### config.mk
export PLATFORM = sky130hd
export DESIGN_NAME = uiecs_ctrl
export DESIGN_NICKNAME = d
export VERILOG_FILES = /design/src/uiecs_pkg.sv /design/src/uiecs_endpoint.sv /design/src/uiecs_ctrl.sv
export SDC_FILE = /design/constraint.sdc
export NUM_CORES = 1
export LEC_CHECK = 0
export BUFFER_PORTS_ARGS = -buffer_cell sky130_fd_sc_hd__buf_4
export CAP_MARGIN = 0
export CORE_MARGIN = 2
export CORE_UTILIZATION = 38
export DETAILED_ROUTE_END_ITERATION = 7
export PLACE_DENSITY_LB_ADDON = 0.15
export REMOVE_ABC_BUFFERS = 1
export SETUP_SLACK_MARGIN = 0.1
export SLEW_MARGIN = 20
export SYNTH_ARGS = -nofsm -noshare
export SYNTH_HDL_FRONTEND = slang
export SYNTH_SLANG_ARGS = --single-unit
### constraint.sdc
create_clock -name aclk -period 3.5 [get_ports aclk]
set_clock_uncertainty 0.2 [all_clocks]
set_input_delay 0.175 -clock aclk [delete_from_list [all_inputs] [get_ports aclk]]
set_output_delay 0.175 -clock aclk [all_outputs]
set_load 0.01 [all_outputs]
### src/uiecs_pkg.sv
`default_nettype none
package uiecs_pkg;
    // register indices; byte address is four times the index
    localparam logic [7:0] REG_INDEX_IDX = 8'h0e;
    localparam logic [7:0] REG_CTRL_LOW_IDX = 8'h11;
    localparam logic [7:0] REG_CTRL_HIGH_IDX = 8'h12;
    localparam logic [7:0] REG_IRQ_STATUS_IDX = 8'h20;
    localparam logic [7:0] REG_IRQ_MASK_IDX = 8'h21;
    localparam logic [7:0] REG_ISO_CFG_IDX = 8'h22;

    // in_endpoint_control_low fields
    localparam int BIT_TOGGLE_RESET = 6;
    localparam int BIT_STALL_SENT = 5;
    localparam int BIT_STALL_REQUEST = 4;
    localparam int BIT_FLUSH = 3;
    localparam int BIT_UNDERRUN = 2;
    localparam int BIT_HAS_PACKET = 1;
    localparam int BIT_PACKET_LOADED = 0;
    // in_endpoint_control_high fields
    localparam int BIT_DOUBLE_BUFFER = 7;
    localparam int BIT_ISO_MODE = 6;
    localparam int BIT_FORCE_TOGGLE = 3;
    // iso config register field
    localparam int BIT_FRAME_DEFERRAL = 0;

    localparam logic [7:0] RST_CTRL_LOW = 8'h00;
    localparam logic [7:0] RST_CTRL_HIGH = 8'h00;
    localparam logic [1:0] RST_INDEX = 2'h0;
    localparam logic [2:0] RST_IRQ_MASK = 3'h0;
    localparam logic [1:0] FIRST_EP = 2'h1;
    localparam logic [1:0] LAST_EP = 2'h3;

    localparam logic [1:0] AXI_OKAY = 2'h0;
    localparam logic [1:0] AXI_SLVERR = 2'h2;

    typedef enum logic [3:0] {
        UIECS_ANS_STALL = 4'h1,
        UIECS_ANS_DATA = 4'h2,
        UIECS_ANS_ZLP = 4'h4,
        UIECS_ANS_NAK = 4'h8
    } uiecs_answer_e;

    typedef struct packed {
        logic dbuf;
        logic iso;
        logic defer;
        logic force_toggle;
    } uiecs_cfg_s;

    typedef struct packed {
        logic valid;
        logic [1:0] ep;
    } uiecs_token_s;

    typedef struct packed {
        logic valid;
        logic [1:0] ep;
        uiecs_answer_e kind;
        logic toggle;
    } uiecs_resp_s;
endpackage
`default_nettype wire

### src/uiecs_endpoint.sv
`timescale 1ns/1ps
`default_nettype none
module uiecs_endpoint
    import uiecs_pkg::*;
(
    input wire logic aclk,
    input wire logic aresetn,
    input wire uiecs_cfg_s cfg,
    input wire logic wr_low,
    input wire logic [7:0] wr_data,
    input wire logic token,
    input wire logic sof,
    input wire logic ack,
    output logic [7:0] rd_low,
    output uiecs_answer_e answer,
    output logic toggle,
    output logic irq_event
);
    logic [1:0] q;
    logic [1:0] fresh;
    logic [1:0] next_q;
    logic [1:0] next_fresh;
    logic [1:0] cap;
    logic loaded, committed, stall_req, stall_sent, underrun;
    logic deferring, eligible, commit, slot_open, set_loaded;
    logic send_data, do_flush, dec, stall_evt, under_evt;

    assign deferring = cfg.iso & cfg.defer;
    assign cap = cfg.dbuf ? 2'h2 : 2'h1;
    assign eligible = q > fresh;
    assign commit = loaded & ~committed & (q < cap);
    assign slot_open = commit & cfg.dbuf & (q == 2'h0);
    assign set_loaded = wr_low & wr_data[BIT_PACKET_LOADED] & ~loaded;
    assign stall_evt = token & stall_req;
    assign send_data = token & ~stall_req & eligible;
    assign under_evt = token & ~stall_req & ~eligible;
    assign do_flush = wr_low & wr_data[BIT_FLUSH] & (q != 2'h0);
    assign dec = send_data | do_flush;
    assign irq_event = send_data | stall_evt | do_flush;

    always_comb begin
        if (stall_req) begin
            answer = UIECS_ANS_STALL;
        end else if (eligible) begin
            answer = UIECS_ANS_DATA;
        end else if (cfg.iso) begin
            answer = UIECS_ANS_ZLP;
        end else begin
            answer = UIECS_ANS_NAK;
        end
    end

    always_comb begin
        next_q = 2'(q + {1'b0, commit} - {1'b0, dec});
        if (sof) begin
            next_fresh = 2'h0;
        end else begin
            next_fresh = 2'(fresh + {1'b0, commit & deferring});
            if (next_fresh > next_q) begin
                next_fresh = next_q;
            end
        end
    end

    always_ff @(posedge aclk) begin
        if (!aresetn) begin
            q <= 2'h0;
            fresh <= 2'h0;
        end else begin
            q <= next_q;
            fresh <= next_fresh;
        end
    end

    // a queued packet stays loaded until a data packet is sent, unless double buffering queues it into an empty FIFO
    always_ff @(posedge aclk) begin
        if (!aresetn) begin
            loaded <= 1'b0;
            committed <= 1'b0;
        end else if (set_loaded) begin
            loaded <= 1'b1;
            committed <= 1'b0;
        end else begin
            if (commit) begin
                committed <= 1'b1;
            end
            if (slot_open | (send_data & committed)) begin
                loaded <= 1'b0;
            end
        end
    end

    always_ff @(posedge aclk) begin
        if (!aresetn) begin
            stall_req <= 1'b0;
            stall_sent <= 1'b0;
            underrun <= 1'b0;
        end else begin
            if (wr_low) begin
                stall_req <= wr_data[BIT_STALL_REQUEST];
            end
            // hardware set wins over a software clear
            if (stall_evt) begin
                stall_sent <= 1'b1;
            end else if (wr_low & ~wr_data[BIT_STALL_SENT]) begin
                stall_sent <= 1'b0;
            end
            if (under_evt) begin
                underrun <= 1'b1;
            end else if (wr_low & ~wr_data[BIT_UNDERRUN]) begin
                underrun <= 1'b0;
            end
        end
    end

    always_ff @(posedge aclk) begin
        if (!aresetn) begin
            toggle <= 1'b0;
        end else if (wr_low & wr_data[BIT_TOGGLE_RESET]) begin
            toggle <= 1'b0;
        end else if (cfg.force_toggle ? send_data : ack) begin
            toggle <= ~toggle;
        end
    end

    always_comb begin
        rd_low = RST_CTRL_LOW;
        rd_low[BIT_STALL_SENT] = stall_sent;
        rd_low[BIT_STALL_REQUEST] = stall_req;
        rd_low[BIT_UNDERRUN] = underrun;
        rd_low[BIT_HAS_PACKET] = q != 2'h0;
        rd_low[BIT_PACKET_LOADED] = loaded & ~(deferring & (fresh != 2'h0));
    end

    a_stall_flag_set: assert property (@(posedge aclk) disable iff (!aresetn)
        stall_evt |=> stall_sent && rd_low[BIT_STALL_SENT])
        else $error("stall sent flag not set");
    a_toggle_cleared: assert property (@(posedge aclk) disable iff (!aresetn)
        wr_low && wr_data[BIT_TOGGLE_RESET] |=> !toggle)
        else $error("data toggle not reset");
    a_flush_empties: assert property (@(posedge aclk) disable iff (!aresetn)
        do_flush && q == 2'h1 && !commit |=> !rd_low[BIT_HAS_PACKET])
        else $error("flush left fifo not empty");
    a_nak_underrun: assert property (@(posedge aclk) disable iff (!aresetn)
        token && !stall_req && q == 2'h0 && !cfg.iso
        |-> answer == UIECS_ANS_NAK ##1 underrun)
        else $error("nak without underrun");
    a_defer_frame: assert property (@(posedge aclk) disable iff (!aresetn)
        deferring && commit && q == 2'h0 && !sof && !dec
        |=> !eligible && !rd_low[BIT_PACKET_LOADED])
        else $error("deferred packet eligible before sof");
endmodule
`default_nettype wire

### src/uiecs_ctrl.sv
// What this block does
// writing toggle-reset clears data toggle, reads zero
// stall handshake sent sets stall-sent flag
// stall request answers IN tokens with STALL
// flush write discards one queued packet
// iso empty IN sends zero-length, sets underrun
// bulk NAK to IN sets underrun flag
// has-packet bit shows FIFO not empty
// firmware sets packet-loaded after filling FIFO
// loaded clears on transmit or open slot
// deferred iso loaded reads zero until SOF
// interrupt on data packet sent, stall sent or flush
// control low at index 0x11, resets zero
// index register selects mapped endpoint set
// double-buffer bit enables second packet slot
// deferred iso packets wait for next SOF
`timescale 1ns/1ps
`default_nettype none
module uiecs_ctrl
    import uiecs_pkg::*;
#(
    parameter int ADDR_W = 8
) (
    input wire logic aclk,
    input wire logic aresetn,
    input wire logic [ADDR_W-1:0] s_axi_awaddr,
    input wire logic s_axi_awvalid,
    output logic s_axi_awready,
    input wire logic [31:0] s_axi_wdata,
    input wire logic [3:0] s_axi_wstrb,
    input wire logic s_axi_wvalid,
    output logic s_axi_wready,
    output logic [1:0] s_axi_bresp,
    output logic s_axi_bvalid,
    input wire logic s_axi_bready,
    input wire logic [ADDR_W-1:0] s_axi_araddr,
    input wire logic s_axi_arvalid,
    output logic s_axi_arready,
    output logic [31:0] s_axi_rdata,
    output logic [1:0] s_axi_rresp,
    output logic s_axi_rvalid,
    input wire logic s_axi_rready,
    input wire uiecs_token_s usb_token,
    input wire uiecs_token_s usb_ack,
    input wire logic usb_sof,
    output uiecs_resp_s usb_resp,
    output logic irq
);
    // ==========================================================
    // address decode helpers
    function automatic logic [ADDR_W-1:0] byte_addr(input logic [7:0] idx);
        byte_addr = ADDR_W'({idx, 2'b00});
    endfunction

    function automatic logic is_endpoint(input logic [1:0] ep);
        is_endpoint = (ep >= FIRST_EP) && (ep <= LAST_EP);
    endfunction

    // ==========================================================
    // register state
    logic [1:0] index;
    logic [3:1] dbuf;
    logic [3:1] iso;
    logic [3:1] force_toggle;
    logic defer;
    logic [2:0] irq_status;
    logic [2:0] irq_mask;

    logic aw_held, w_held;
    logic [ADDR_W-1:0] aw_addr;
    logic [31:0] w_data;
    logic [3:0] w_strb;
    logic do_write, lane0;
    logic wr_index, wr_low, wr_high, wr_status, wr_mask, wr_iso_cfg;
    logic wr_mapped;

    logic [7:0] rd_low [3:1];
    uiecs_answer_e answer [3:1];
    logic [3:1] toggle;
    logic [3:1] ep_event;
    logic [3:1] ep_wr_low;
    logic [3:1] ep_token;
    logic [3:1] ep_ack;
    logic [31:0] rd_word;
    logic rd_mapped;

    // ==========================================================
    // axi4-lite write channel
    assign s_axi_awready = ~aw_held & ~s_axi_bvalid;
    assign s_axi_wready = ~w_held & ~s_axi_bvalid;
    assign do_write = aw_held & w_held & ~s_axi_bvalid;
    assign lane0 = w_strb[0];

    // address and data may arrive in either order
    always_ff @(posedge aclk) begin
        if (!aresetn) begin
            aw_held <= 1'b0;
            aw_addr <= '0;
        end else if (s_axi_awvalid & s_axi_awready) begin
            aw_held <= 1'b1;
            aw_addr <= s_axi_awaddr;
        end else if (do_write) begin
            aw_held <= 1'b0;
        end
    end

    always_ff @(posedge aclk) begin
        if (!aresetn) begin
            w_held <= 1'b0;
            w_data <= '0;
            w_strb <= '0;
        end else if (s_axi_wvalid & s_axi_wready) begin
            w_held <= 1'b1;
            w_data <= s_axi_wdata;
            w_strb <= s_axi_wstrb;
        end else if (do_write) begin
            w_held <= 1'b0;
        end
    end

    assign wr_index = aw_addr == byte_addr(REG_INDEX_IDX);
    assign wr_low = aw_addr == byte_addr(REG_CTRL_LOW_IDX);
    assign wr_high = aw_addr == byte_addr(REG_CTRL_HIGH_IDX);
    assign wr_status = aw_addr == byte_addr(REG_IRQ_STATUS_IDX);
    assign wr_mask = aw_addr == byte_addr(REG_IRQ_MASK_IDX);
    assign wr_iso_cfg = aw_addr == byte_addr(REG_ISO_CFG_IDX);
    assign wr_mapped = wr_index | wr_low | wr_high | wr_status | wr_mask
        | wr_iso_cfg;

    always_ff @(posedge aclk) begin
        if (!aresetn) begin
            s_axi_bvalid <= 1'b0;
            s_axi_bresp <= AXI_OKAY;
        end else if (do_write) begin
            s_axi_bvalid <= 1'b1;
            s_axi_bresp <= wr_mapped ? AXI_OKAY : AXI_SLVERR;
        end else if (s_axi_bready) begin
            s_axi_bvalid <= 1'b0;
        end
    end

    // ==========================================================
    // configuration registers
    always_ff @(posedge aclk) begin
        if (!aresetn) begin
            index <= RST_INDEX;
        end else if (do_write & lane0 & wr_index) begin
            index <= w_data[1:0];
        end
    end

    // only the indexed endpoint's set is reachable
    always_ff @(posedge aclk) begin
        if (!aresetn) begin
            dbuf <= RST_CTRL_HIGH[3:1];
            iso <= RST_CTRL_HIGH[3:1];
            force_toggle <= RST_CTRL_HIGH[3:1];
        end else if (do_write & lane0 & wr_high & is_endpoint(index)) begin
            dbuf[index] <= w_data[BIT_DOUBLE_BUFFER];
            iso[index] <= w_data[BIT_ISO_MODE];
            force_toggle[index] <= w_data[BIT_FORCE_TOGGLE];
        end
    end

    always_ff @(posedge aclk) begin
        if (!aresetn) begin
            defer <= 1'b0;
            irq_mask <= RST_IRQ_MASK;
        end else if (do_write & lane0) begin
            if (wr_iso_cfg) begin
                defer <= w_data[BIT_FRAME_DEFERRAL];
            end
            if (wr_mask) begin
                irq_mask <= w_data[2:0];
            end
        end
    end

    // ==========================================================
    // endpoints 1 to 3
    genvar e;
    generate
        for (e = 1; e <= 3; e++) begin : g_ep
            uiecs_cfg_s cfg;
            assign cfg = '{dbuf: dbuf[e], iso: iso[e], defer: defer,
                force_toggle: force_toggle[e]};
            assign ep_wr_low[e] = do_write & lane0 & wr_low
                & (index == 2'(e));
            assign ep_token[e] = usb_token.valid & (usb_token.ep == 2'(e));
            assign ep_ack[e] = usb_ack.valid & (usb_ack.ep == 2'(e));
            uiecs_endpoint u_ep (
                .aclk(aclk),
                .aresetn(aresetn),
                .cfg(cfg),
                .wr_low(ep_wr_low[e]),
                .wr_data(w_data[7:0]),
                .token(ep_token[e]),
                .sof(usb_sof),
                .ack(ep_ack[e]),
                .rd_low(rd_low[e]),
                .answer(answer[e]),
                .toggle(toggle[e]),
                .irq_event(ep_event[e])
            );
        end
    endgenerate

    // ==========================================================
    // answer to the transmit engine, one cycle after the token
    always_ff @(posedge aclk) begin
        if (!aresetn) begin
            usb_resp <= '{valid: 1'b0, ep: 2'h0, kind: UIECS_ANS_NAK,
                toggle: 1'b0};
        end else begin
            usb_resp.valid <= usb_token.valid & is_endpoint(usb_token.ep);
            if (usb_token.valid & is_endpoint(usb_token.ep)) begin
                usb_resp.ep <= usb_token.ep;
                usb_resp.kind <= answer[usb_token.ep];
                usb_resp.toggle <= toggle[usb_token.ep];
            end
        end
    end

    // ==========================================================
    // interrupt status, write one to clear, set wins
    always_ff @(posedge aclk) begin
        if (!aresetn) begin
            irq_status <= 3'h0;
        end else if (do_write & lane0 & wr_status) begin
            irq_status <= ep_event | (irq_status & ~w_data[2:0]);
        end else begin
            irq_status <= irq_status | ep_event;
        end
    end

    assign irq = |(irq_status & irq_mask);

    // ==========================================================
    // axi4-lite read channel; reads have no side effects
    always_comb begin
        rd_word = 32'h0;
        rd_mapped = 1'b1;
        if (s_axi_araddr == byte_addr(REG_INDEX_IDX)) begin
            rd_word[1:0] = index;
        end else if (s_axi_araddr == byte_addr(REG_CTRL_LOW_IDX)) begin
            // bit 7 and toggle reset stay zero
            if (is_endpoint(index)) begin
                rd_word[7:0] = rd_low[index];
            end
        end else if (s_axi_araddr == byte_addr(REG_CTRL_HIGH_IDX)) begin
            if (is_endpoint(index)) begin
                rd_word[BIT_DOUBLE_BUFFER] = dbuf[index];
                rd_word[BIT_ISO_MODE] = iso[index];
                rd_word[BIT_FORCE_TOGGLE] = force_toggle[index];
            end
        end else if (s_axi_araddr == byte_addr(REG_IRQ_STATUS_IDX)) begin
            rd_word[2:0] = irq_status;
        end else if (s_axi_araddr == byte_addr(REG_IRQ_MASK_IDX)) begin
            rd_word[2:0] = irq_mask;
        end else if (s_axi_araddr == byte_addr(REG_ISO_CFG_IDX)) begin
            rd_word[BIT_FRAME_DEFERRAL] = defer;
        end else begin
            rd_mapped = 1'b0;
        end
    end

    assign s_axi_arready = ~s_axi_rvalid;

    always_ff @(posedge aclk) begin
        if (!aresetn) begin
            s_axi_rvalid <= 1'b0;
            s_axi_rdata <= 32'h0;
            s_axi_rresp <= AXI_OKAY;
        end else if (s_axi_arvalid & s_axi_arready) begin
            s_axi_rvalid <= 1'b1;
            s_axi_rdata <= rd_word;
            s_axi_rresp <= rd_mapped ? AXI_OKAY : AXI_SLVERR;
        end else if (s_axi_rready) begin
            s_axi_rvalid <= 1'b0;
        end
    end

    // ==========================================================
    // checks
    a_stall_answer: assert property (@(posedge aclk) disable iff (!aresetn)
        usb_token.valid && is_endpoint(usb_token.ep)
        && rd_low[usb_token.ep][BIT_STALL_REQUEST]
        |=> usb_resp.valid && usb_resp.kind == UIECS_ANS_STALL)
        else $error("stall request not answered with stall");
    a_ctrl_low_read: assert property (@(posedge aclk) disable iff (!aresetn)
        s_axi_arvalid && s_axi_arready
        && s_axi_araddr == byte_addr(REG_CTRL_LOW_IDX)
        |=> s_axi_rvalid && s_axi_rdata[7:6] == 2'h0
        && s_axi_rresp == AXI_OKAY)
        else $error("control low read bits 7 or 6 not zero");
    a_irq_raise: assert property (@(posedge aclk) disable iff (!aresetn)
        |(ep_event & irq_mask) && !do_write |=> irq)
        else $error("unmasked endpoint event gave no interrupt");
    a_unmapped_write: assert property (@(posedge aclk) disable iff (!aresetn)
        do_write && !wr_mapped |=> s_axi_bvalid
        && s_axi_bresp == AXI_SLVERR)
        else $error("unmapped write not refused");
    a_index_select: assert property (@(posedge aclk) disable iff (!aresetn)
        do_write && lane0 && wr_high && index == 2'h2
        |=> dbuf[2] == $past(w_data[BIT_DOUBLE_BUFFER])
        && $stable(dbuf[1]))
        else $error("control high written to wrong endpoint");
    a_irq_clear: assert property (@(posedge aclk) disable iff (!aresetn)
        do_write && lane0 && wr_status && w_data[0] && !ep_event[1]
        |=> !irq_status[0])
        else $error("status bit not cleared by write one");
endmodule
`default_nettype wire

# == Word level (Yosys, flattened, before mapping) ==
# Index checks and enable logic that the tools add are counted.
# totals
reg_bits,89
latchBits,0
mem_bits_rw,0
mem_bits_ro,0
elab_cells,340
memories,0
# classes
n_addsub,9
multipliers,0
div_mod_pow,0
magnitude_cmp,16
eq_ne,21
shifts,0
muxes,84
bitwise,130
n_reduce_logical,35
# ops
cell,count
1-bit bitwise AND,83
"8-bit equality test, second input constant",6
4-bit two-way mux,11
1-bit two-way mux,43
2-bit nonzero test,19
"8-bit by 7-bit equality test with 1-bit output, second input constant",4
2-bit two-way mux,14
1-bit inverter,25
1-bit bitwise OR,17
8-bit binary-select mux with 2-bit select,1
"8-bit by 6-bit equality test with 1-bit output, second input constant",2
8-bit two-way mux,2
2-bit OR reduction,7
2-bit by 1-bit adder with 2-bit output,6
"2-bit equality test, second input constant",6
2-bit greater-than comparator,6
3-bit bitwise mux,3
3-bit two-way mux,3
1-bit binary-select mux with 2-bit select,4
4-bit binary-select mux with 2-bit select,1
3-bit bitwise AND,2
"2-bit by 1-bit equality test with 1-bit output, second input constant",3
"2-bit by 1-bit >= comparator with 1-bit output, second input constant",3
2-bit zero test,3
11 further kinds,21

# == Depth between registers and ports, before layout ==
# Gate-level depths: netlist of the first run.
# logic_depth
depth_word,11
ltp_mapped,15
mapped_depth_nobuf,15

# == By module ==
# A second synthesis of the first run with hierarchy kept.
# hier_totals
cells_unflattened,627
hier_area_um2,5370.2
# modules_own_cells
mod,n_inst,cells_each,area_per_inst_um2,seq_area_each_um2
uiecs_ctrl,1,363,3189.3,1141.1
uiecs_endpoint,3,88,726.9,200.2

# == Worst setup path after synthesis of the first run ==
# OpenSTA, ideal clock, no wires.
# synth_path
path_type,reg2reg
from,register aw_addr[4]
to,register g_ep[3].u_ep.fresh[0]
t_arrival_ps,2676
required_time_ps,3169
path_slack_ps,493
path_stages_with_launch,13
synth_period_minus_slack_ps,3007
cell_sequence,dfxtp_1 > nor4b_4 > nand4_1 > o21ai_0 > ha_1 > inv_1 > ha_1 > xor2_1 > xnor2_1 > ha_1 > nor2b_1 > o311ai_0 > a21oi_1
# synth_between
elab_chain_cells,9
# synth_lines
item,line_no,text
from (decl),uiecs_ctrl.sv:70,logic [ADDR_W-1:0] aw_addr;
from (signal assigned),uiecs_ctrl.sv:101,aw_addr <= s_axi_awaddr;
8-bit by 7-bit equality test with 1-bit output (*),uiecs_ctrl.sv:122,assign wr_low = aw_addr == byte_addr(REG_CTRL_LOW_IDX);
1-bit bitwise AND (*),uiecs_ctrl.sv:187,assign ep_wr_low[e] = do_write & lane0 & wr_low
1-bit bitwise AND (*),uiecs_ctrl.sv:188,& (index == 2'(e));
1-bit bitwise AND (*) (2 in a row),uiecs_endpoint.sv:37,assign do_flush = wr_low & wr_data[BIT_FLUSH] & (q != 2'h0);
1-bit bitwise OR (*),uiecs_endpoint.sv:38,assign dec = send_data | do_flush;
2-bit by 1-bit subtractor with 2-bit output (*),uiecs_endpoint.sv:54,"next_q = 2'(q + {1'b0, commit} - {1'b0, dec});"
2-bit greater-than comparator,uiecs_endpoint.sv:59,if (next_fresh > next_q) begin
2-bit two-way mux (*),uiecs_endpoint.sv:59,
to (signal assigned),uiecs_endpoint.sv:71,fresh <= next_fresh;
to (decl),uiecs_endpoint.sv:20,logic [1:0] fresh;
# Mark *: on every way between the ends. The rest lies on a longest branch, timed or not.
# A chain may end at the register's enable or synchronous reset.

# == Final worst setup path of the first run ==
# layout_path
from,register aw_addr[0]
to,register g_ep[1].u_ep.fresh[0]
# layout_between
elab_chain_cells,9
# layout_lines
item,line_no
8-bit by 7-bit equality test with 1-bit output (*),uiecs_ctrl.sv:122
1-bit bitwise AND (*),uiecs_ctrl.sv:187
1-bit bitwise AND (*),uiecs_ctrl.sv:188
1-bit bitwise AND (*) (2 in a row),uiecs_endpoint.sv:37
1-bit bitwise OR (*),uiecs_endpoint.sv:38
2-bit by 1-bit subtractor with 2-bit output (*),uiecs_endpoint.sv:54
2-bit greater-than comparator,uiecs_endpoint.sv:59
2-bit two-way mux (*),uiecs_endpoint.sv:59
to (signal assigned),uiecs_endpoint.sv:71
to (decl),uiecs_endpoint.sv:20
# Marked as above.

==> results by group, run 1 <==
Run status
  • Outcome: complete, no violations

Global route
  • First-pass GRT wire length: 20.61 mm
  • Gr usage total: 18.60%
  • Pin count of the biggest net entering global routing: 28
  • Grt ovf: 0
  • Antenna violations before repair: 0
  • Vias in the first global route: 4054

Flow run
  • MaxCap Viol Count: 0

Final layout
  • Fin area: around 6100 sq um
  • Layout area overhead: 24.14%
  • Post-layout nets: 761
  • Ant. Diodes: 0
  • Layout cell share with drive strength beyond 1: 16.30%
  • Fill cell count: 1252

Floorplan
  • Number of core rows: 41
  • Area of the core: 12620 sq um
  • Die W: about 120 um
  • IO Count: around 120
  • Initial Util: 38.82%
  • Die area: 13810 sq um
  • Die Y: approximately 120 um

Power and ir drop
  • Worst vdd ir: 0.2498 mV
  • Seq pwr share: 46.0%
  • Sw Ratio: roughly a quarter
  • Cell internal pwr: 1.723 mW
  • Leakage: about 2.6 nW
  • Total power: ~2.3 mW
  • Sw Pwr: 556.2 uW
  • Power share of the clock group: a little over two fifths
  • Pwr Density: between 300 and 400 nW/um^2
  • Combinational power share: 10.7%

Timing
  • Tcrit/Tclk final: approximately 90%
  • Crit path time final: ~3.2 ns
  • Setup TNS: 0 ns
  • Max Slew Vio Count: 0
  • Final Setup Violations: 0
  • RSZ-0062 raised after global routing: true
  • Tightest Pin Transition: 0.7421 ns
  • Highest Clock Rate: around 310 MHz
  • Slew headroom: ~50%
  • Final Hold Fails: 0
  • Hold slack: 0.03899 ns
  • Setup WS post-layout: 0.2755 ns

Critical path
  • Critical path class: flip-flop to flip-flop
  • CP Data Arrival Time: 3.26 ns
  • Worst-path fanout max: 6
  • CP startpoint kind: flip-flop
  • CP max stage delay: 0.44 ns
  • Worst endpoint required time: between 3 and 4 ns
  • Critical path's most frequent cell: ha_1
  • Worst setup EP type: flip-flop
  • Cells along the critical path: nor4b_2, nand4_1, o31ai_1, ha_1, inv_1, ha_1, xor3_1, ha_1, o22ai_1, a21o_1, a21oi_1
  • Slowest cell on crit path: o31ai_1

CTS
  • H-tree depth: 3
  • Reg clk slew, reported paths: 0.06 ns
  • Clk root buf: clkbuf_16
  • Number of CTS-inserted buffers: 9
  • Clock Latency Late Sink: 0.35 ns
  • Number of clock sinks: 87
  • Clock buffer depth: 2
  • TritonCTS clock tree: yes

Synth
  • Synth top area cells: dfxtp_1 (36%), ha_1 (6.4%), mux2i_1 (5.3%)
  • Netlist cell types: between 60 and 70
  • Async set-or-reset flop fraction in the synthesized netlist: 0%
  • Synth Cell Area: 4898 sq um
  • Top FF cell, synth: dfxtp_1
  • Post-synth top cells: dfxtp_1 (87), nand2_1 (66), a21oi_1 (45), nor2_1 (42), inv_1 (30)
  • Count leader, synth: dfxtp_1
  • Avg Synthesized Cell Area: 8.431 sq um
  • EDFF count, synth: 0
  • Synth warn: 0
  • Post-Syn Instances: 581
  • Seq/Total Area, Yosys: 35.56%
  • Share of the synthesized area in the top cell type: 35.56%
  • Yosys reg bits: 87
  • Largest area contributor in the netlist: dfxtp_1

Placed design
  • Placed Area: 5482 sq um
  • Placer Congestion: approximately 0.87
  • Port Buffers: 62
  • DP Worst Slack: around 0.19 ns
  • DP HPWL: 9.604 mm

Routing
  • Starting DRT DRC Count: 284
  • Via Count: 4431
  • Routed Antenna Nets: 0
  • Residual DRC: 0
  • DR WL/cell: ~15 um
  • Mean number of vias per cell: approximately 5.2
  • Detailed Route WL: roughly 13 mm
  • Pre-antenna DRT Iters: 5

Min path
  • Min-Delay Path Class: primary input to flip-flop
==> repair_timing <==
action,CTS,global route
setup endpoints to repair,0,3
buffers inserted,0,0
hold buffers,26,0
hold endpoints to repair,31,0
gates resized for setup,0,7
==> state kept, by name, summed over array words and instances (netlist names), 2 cells and up <==
signal                count
irq_mask                  3
usb_resp                  8
dbuf                      3
g_ep.u_ep.stall_req       3
force_toggle              3
g_ep.u_ep.loaded          3
iso                       3
g_ep.u_ep.stall_sent      3
w_data                    8
g_ep.u_ep.committed       3
irq_status                3
aw_addr                   8
s_axi_rdata               8
g_ep.u_ep.underrun        3
g_ep.u_ep.q               6
index                     2
g_ep.u_ep.fresh           6
g_ep.u_ep.toggle          3
==> power groups by stage <==
stage	logic (mW)	clock network, mW	registers (mW)
final	0.244	0.986	1.05
after global routing	0.269	1.06	1.05
after CTS	0.244	1.01	1.05
after detailed placement	0.221	0	1.07
after global placement	0.217	0	1.07
after floorplan	0.110	0	1.07
==> final cells by class <==
type                       instances  area (sq um)  area share, %
timing repair buffer             101         823.3          13.54
sequential                        87          1743          28.66
multi-input combinational        440          2874          47.26
clock buffer                      11         252.7          4.156
inverter                          31         116.4          1.914
clock inverter                     5         56.30         0.9259
tap                              172         215.2          3.539
==> worst paths after layout <==
path | startpoint | endpoint | slack, ns | cells after the start
setup / recovery | aw_addr[0]$_SDFFE_PN0P_ | g_ep[1].u_ep.fresh[0]$_SDFF_PP0_ | 0.28 | 11
hold / removal | s_axi_araddr[1] | s_axi_rdata[2]$_SDFFE_PN0P_ | 0.04 | 3
setup reg to reg | aw_addr[0]$_SDFFE_PN0P_ | g_ep[1].u_ep.fresh[0]$_SDFF_PP0_ | 0.28 | 11
hold reg to reg | usb_resp[6]$_SDFFE_PN0P_ | usb_resp[6]$_SDFFE_PN0P_ | 0.25 | 2
==> kinds of logic (layout without fill, tap and decap cells) <==
kind of cell	Yosys count	count (layout)	synth area share, %
AOI/OAI and AO/OA	135	135	17.80
other	1	26	0.07655
adders and majority gates	25	25	6.386
DFF	87	87	35.56
muxes	30	30	6.232
buffers and inverters	79	148	8.276
xor gates and xnor gates	7	7	1.865
and+or+nand+nor	217	217	23.81
==> cells in the final DEF, fill, tap and decap left out, types with 4 or more instances in the layout <==
master,netlist,routed
a21oi_1,45,45
dfxtp_1,87,86
mux2i_1,26,26
and3_1,10,10
clkbuf_16,0,9
nor2b_1,6,5
nor3_1,7,7
o211ai_1,9,9
o21a_1,4,4
a22oi_1,7,7
mux2_2,4,4
o2111ai_1,4,4
nor4b_1,4,4
o21ai_0,27,26
nand2_1,66,66
nor2_1,42,42
and2_1,11,11
ha_1,25,25
conb_1,1,26
inv_1,30,30
nand2b_1,16,16
or3_1,4,4
nand3b_1,6,6
buf_4,26,75
dlygate4sd3_1,0,26
nand4_1,10,10
nand3_1,13,13
a31oi_1,5,5
a21o_1,4,4
==> critical path, delay by kind of cell (launching register included) <==
family                     cells  cell delay, ns
AOI/OAI and AO/OA              4            0.88
xor gates and xnor gates       1            0.26
and+or+nand+nor                2            0.61
buffers and inverters          1            0.06
DFF                            1            0.36
adders and majority gates      3            0.75
==> layer usage <==
layer | track usage [%] | share of wire [%] | vias up
li1 | - | - | 2221
met1 | 24.73 | 47 | 2067
met2 | 29.50 | 46 | 129
met3 | 4.264 | 5.1 | 14
met4 | 6.928 | 1.5 | 0
met5 | 0 | 0 | -
==> stage by stage <==
stage	cells	utilization, %
5_1_grt	847	48.19
4_1_cts	847	47.95
3_3_place_gp	805	43.44
3_5_place_dp	805	43.44
2_1_floorplan	558	-
6_report	847	48.19
No activity file was read; power rests on OpenSTA's default activity.
==> inputs of run 2 (changes only) <==
--- a/config.mk
+++ b/config.mk
@@ -7,6 +7,7 @@
 export LEC_CHECK = 0
 export BUFFER_PORTS_ARGS = -buffer_cell sky130_fd_sc_hd__buf_4
 export CAP_MARGIN = 0
+export CORE_ASPECT_RATIO = 0.75
 export CORE_MARGIN = 2
 export CORE_UTILIZATION = 38
 export DETAILED_ROUTE_END_ITERATION = 7
==> run 2 against run 1 <==
Compared with the run above: final area rose by 0.21%; core utilization up 0.81 points; non-clock buffer count grew 1; critical endpoint is now g_ep[3].u_ep.fresh[0]$_SDFF_PP0_.
==> results by group, run 2 (synthesis results as in run 1) <==
Run status
  • Outcome: complete, no violations

Routing
  • Pre-antenna DRT Iters: 5 (unchanged)
  • Routed Antenna Nets: 0 (unchanged)
  • Mean number of vias per cell: 5.356 (+2.4%)
  • Residual DRC: 0 (unchanged)
  • Via Count: 4510 (+1.8%)
  • Detailed Route WL: 13.44 mm (+4.6%)
  • Starting DRT DRC Count: 228 (-20%)
  • DR WL/cell: 15.97 um (+5.2%)

Final layout
  • Commonest cells after routing, fill and taps aside: dfxtp_1 (87), buf_4 (77), nand2_1 (66)
  • Multi-input logic area: 2860 sq um (-0.48%)
  • Non-Filler Instances: 842 (-0.59%)
  • Fill cell count: 1208 (-3.5%)
  • Register area: 1742 sq um (about the same)
  • Most common cell after layout, fill and taps aside: dfxtp_1
  • Post-layout nets: 762 (+0.13%)
  • Ant. Diodes: 0 (unchanged)
  • Layout cell share with drive strength beyond 1: 16.12% (-0.17 points)
  • Layout area overhead: 24.39%

Flow run
  • MaxCap Viol Count: 0 (unchanged)

Critical path
  • Buf/Inv on CP: 2 (+1)
  • Worst-path fanout max: 6 (unchanged)
  • CP startpoint kind: flip-flop
  • CP delay by family, top: adder cells
  • Worst r2r src: aw_addr[0]$_SDFFE_PN0P_
  • CP max stage delay: 0.40 ns (-0.04 ns)
  • Critical path's most frequent cell: ha_1
  • Slowest cell on crit path: nor4b_2
  • Worst endpoint required time: 3.52 ns (-0.02 ns)
  • Crit. Startpoint: aw_addr[0]$_SDFFE_PN0P_
  • Worst setup EP type: flip-flop
  • CP Data Arrival Time: 3.23 ns (-0.03 ns)
  • Critical path class: flip-flop to flip-flop
  • Cells along the critical path: nor4b_2, nand4_1, buf_4, o21ai_2, ha_1, inv_1, ha_1, xor2_1, xnor2_1, ha_1, nor2b_1, o311ai_0, a21oi_1

Timing
  • Tcrit/Tclk final: 91.84% (-0.29 points)
  • Highest Clock Rate: 311.1 MHz (+0.32%)
  • Crit path time final: 3.214 ns (-0.01021 ns)
  • Slew headroom: 52.04% (+2.2 points)
  • Tightest Pin Transition: 0.7118 ns (-0.03027 ns)
  • Final Hold Fails: 0 (unchanged)
  • Max Slew Vio Count: 0 (unchanged)
  • Setup TNS: 0 ns (unchanged)
  • Final Setup Violations: 0 (unchanged)
  • RSZ-0062 raised after global routing: false

CTS
  • Clock Latency Late Sink: 0.35 ns (about the same)
  • Reg clk slew, reported paths: 0.07 ns (about the same)
  • TritonCTS clock tree: yes
  • H-tree depth: 3 (unchanged)
  • Clock buffer depth: 2 (unchanged)
  • Number of CTS-inserted buffers: 9 (unchanged)
  • Clk root buf: clkbuf_16
  • Number of clock sinks: 87 (unchanged)

Floorplan
  • Die area: 13820 sq um (about the same)
  • Die Y: 102.3 um (-13%)
  • IO Count: 116 (unchanged)
  • Initial Util: 39.39% (+0.57 points)
  • Number of core rows: 35 (-15%)
  • Die W: 135.1 um (+15%)
  • Area of the core: 12440 sq um (-1.4%)

Min path
  • HP Start: usb_token[1]
  • Min-Delay Path Class: primary input to flip-flop

Placed design
  • Port Buffers: 62 (unchanged)
  • DP Cell Count: 799 (-0.75%)
  • DP HPWL: 9.758 mm (+1.6%)
  • Placer Congestion: 0.8614 (-1.0%)

Global route
  • Grt ovf: 0 (unchanged)
  • Antenna violations before repair: 0 (unchanged)
  • First-pass GRT wire length: 21.07 mm (+2.2%)
  • Vias in the first global route: 4111 (+1.4%)
  • Pin count of the biggest net entering global routing: 61 (+120%)
  • Gr usage total: 19.82% (+1.2 points)

Power and ir drop
  • Total power: 2.378 mW (+4.3%)
  • Pwr Density: 390.2 nW/um^2 (+4.1%)
  • Leakage: 2.654 nW (+0.73%)
  • Worst vdd ir: 0.2173 mV (-13%)
## run 2: worst reg2reg max path, stage by stage, from the launching register on
cell	delay (ns)
dfxtp_1	0.37
nor4b_2	0.40
nand4_1	0.14
buf_4	0.18
o21ai_2	0.18
ha_1	0.26
inv_1	0.06
ha_1	0.15
xor2_1	0.17
xnor2_1	0.16
ha_1	0.28
nor2b_1	0.14
o311ai_0	0.32
a21oi_1	0.06
## run 2: path summary, 6_finish.rpt
check                                endpoint  slack [ns]  depth (start not counted)
max          g_ep[3].u_ep.fresh[0]$_SDFF_PP0_        0.29                         13
min                  usb_resp[6]$_SDFFE_PN0P_        0.02                          3
max reg2reg  g_ep[3].u_ep.fresh[0]$_SDFF_PP0_        0.29                         13
min reg2reg       s_axi_rresp[1]$_SDFFE_PN0P_        0.26                          2
## run 2: layer usage
layer,share of wire (%),wire length [um],GRT usage [%]
met1,50,6747,27.96
met2,42,5685,30.34
met3,6.3,848,4.563
met4,1.2,161,5.929
met5,0,0,0
## run 2: area by class of cell
cell class / count / area share (%)
multi-input cells: 440 / 46.94
clock buffers: 11 / 4.148
inverters: 31 / 1.910
repair buffers: 102 / 13.59
clock inverters: 5 / 1.417
well taps: 166 / 3.409
flip-flops and latches: 87 / 28.58
## run 2: power breakdown
group / total (mW) / switching [mW] / internal, mW
Sequential: 1.05 / 0.0327 / 1.02
Combinational: 0.238 / 0.127 / 0.111
Clock: 1.09 / 0.417 / 0.671
## run 2: timing repair
action,CTS,global route
hold endpoints to repair,30,0
setup endpoints to repair,1,2
buffers inserted,0,2
resized for setup,1,3
hold buffers,25,0
pin swaps,0,2
## run 2: through the flow
step | setup WS, ns | cell area [sq um] | util [%] | hold slack (ns)
detailed placement | 0.1021 | 5474 | 44.01 | 0.2333
global placement | 0.1719 | 5474 | 44.01 | 0.2237
floorplan | 0.4731 | 4703 | - | 0.06436
global route | 0.1104 | 6093 | 48.99 | 0.03322
finish | 0.2857 | 6093 | 48.99 | 0.02397
CTS | 0.1735 | 6063 | 48.75 | 0.005551
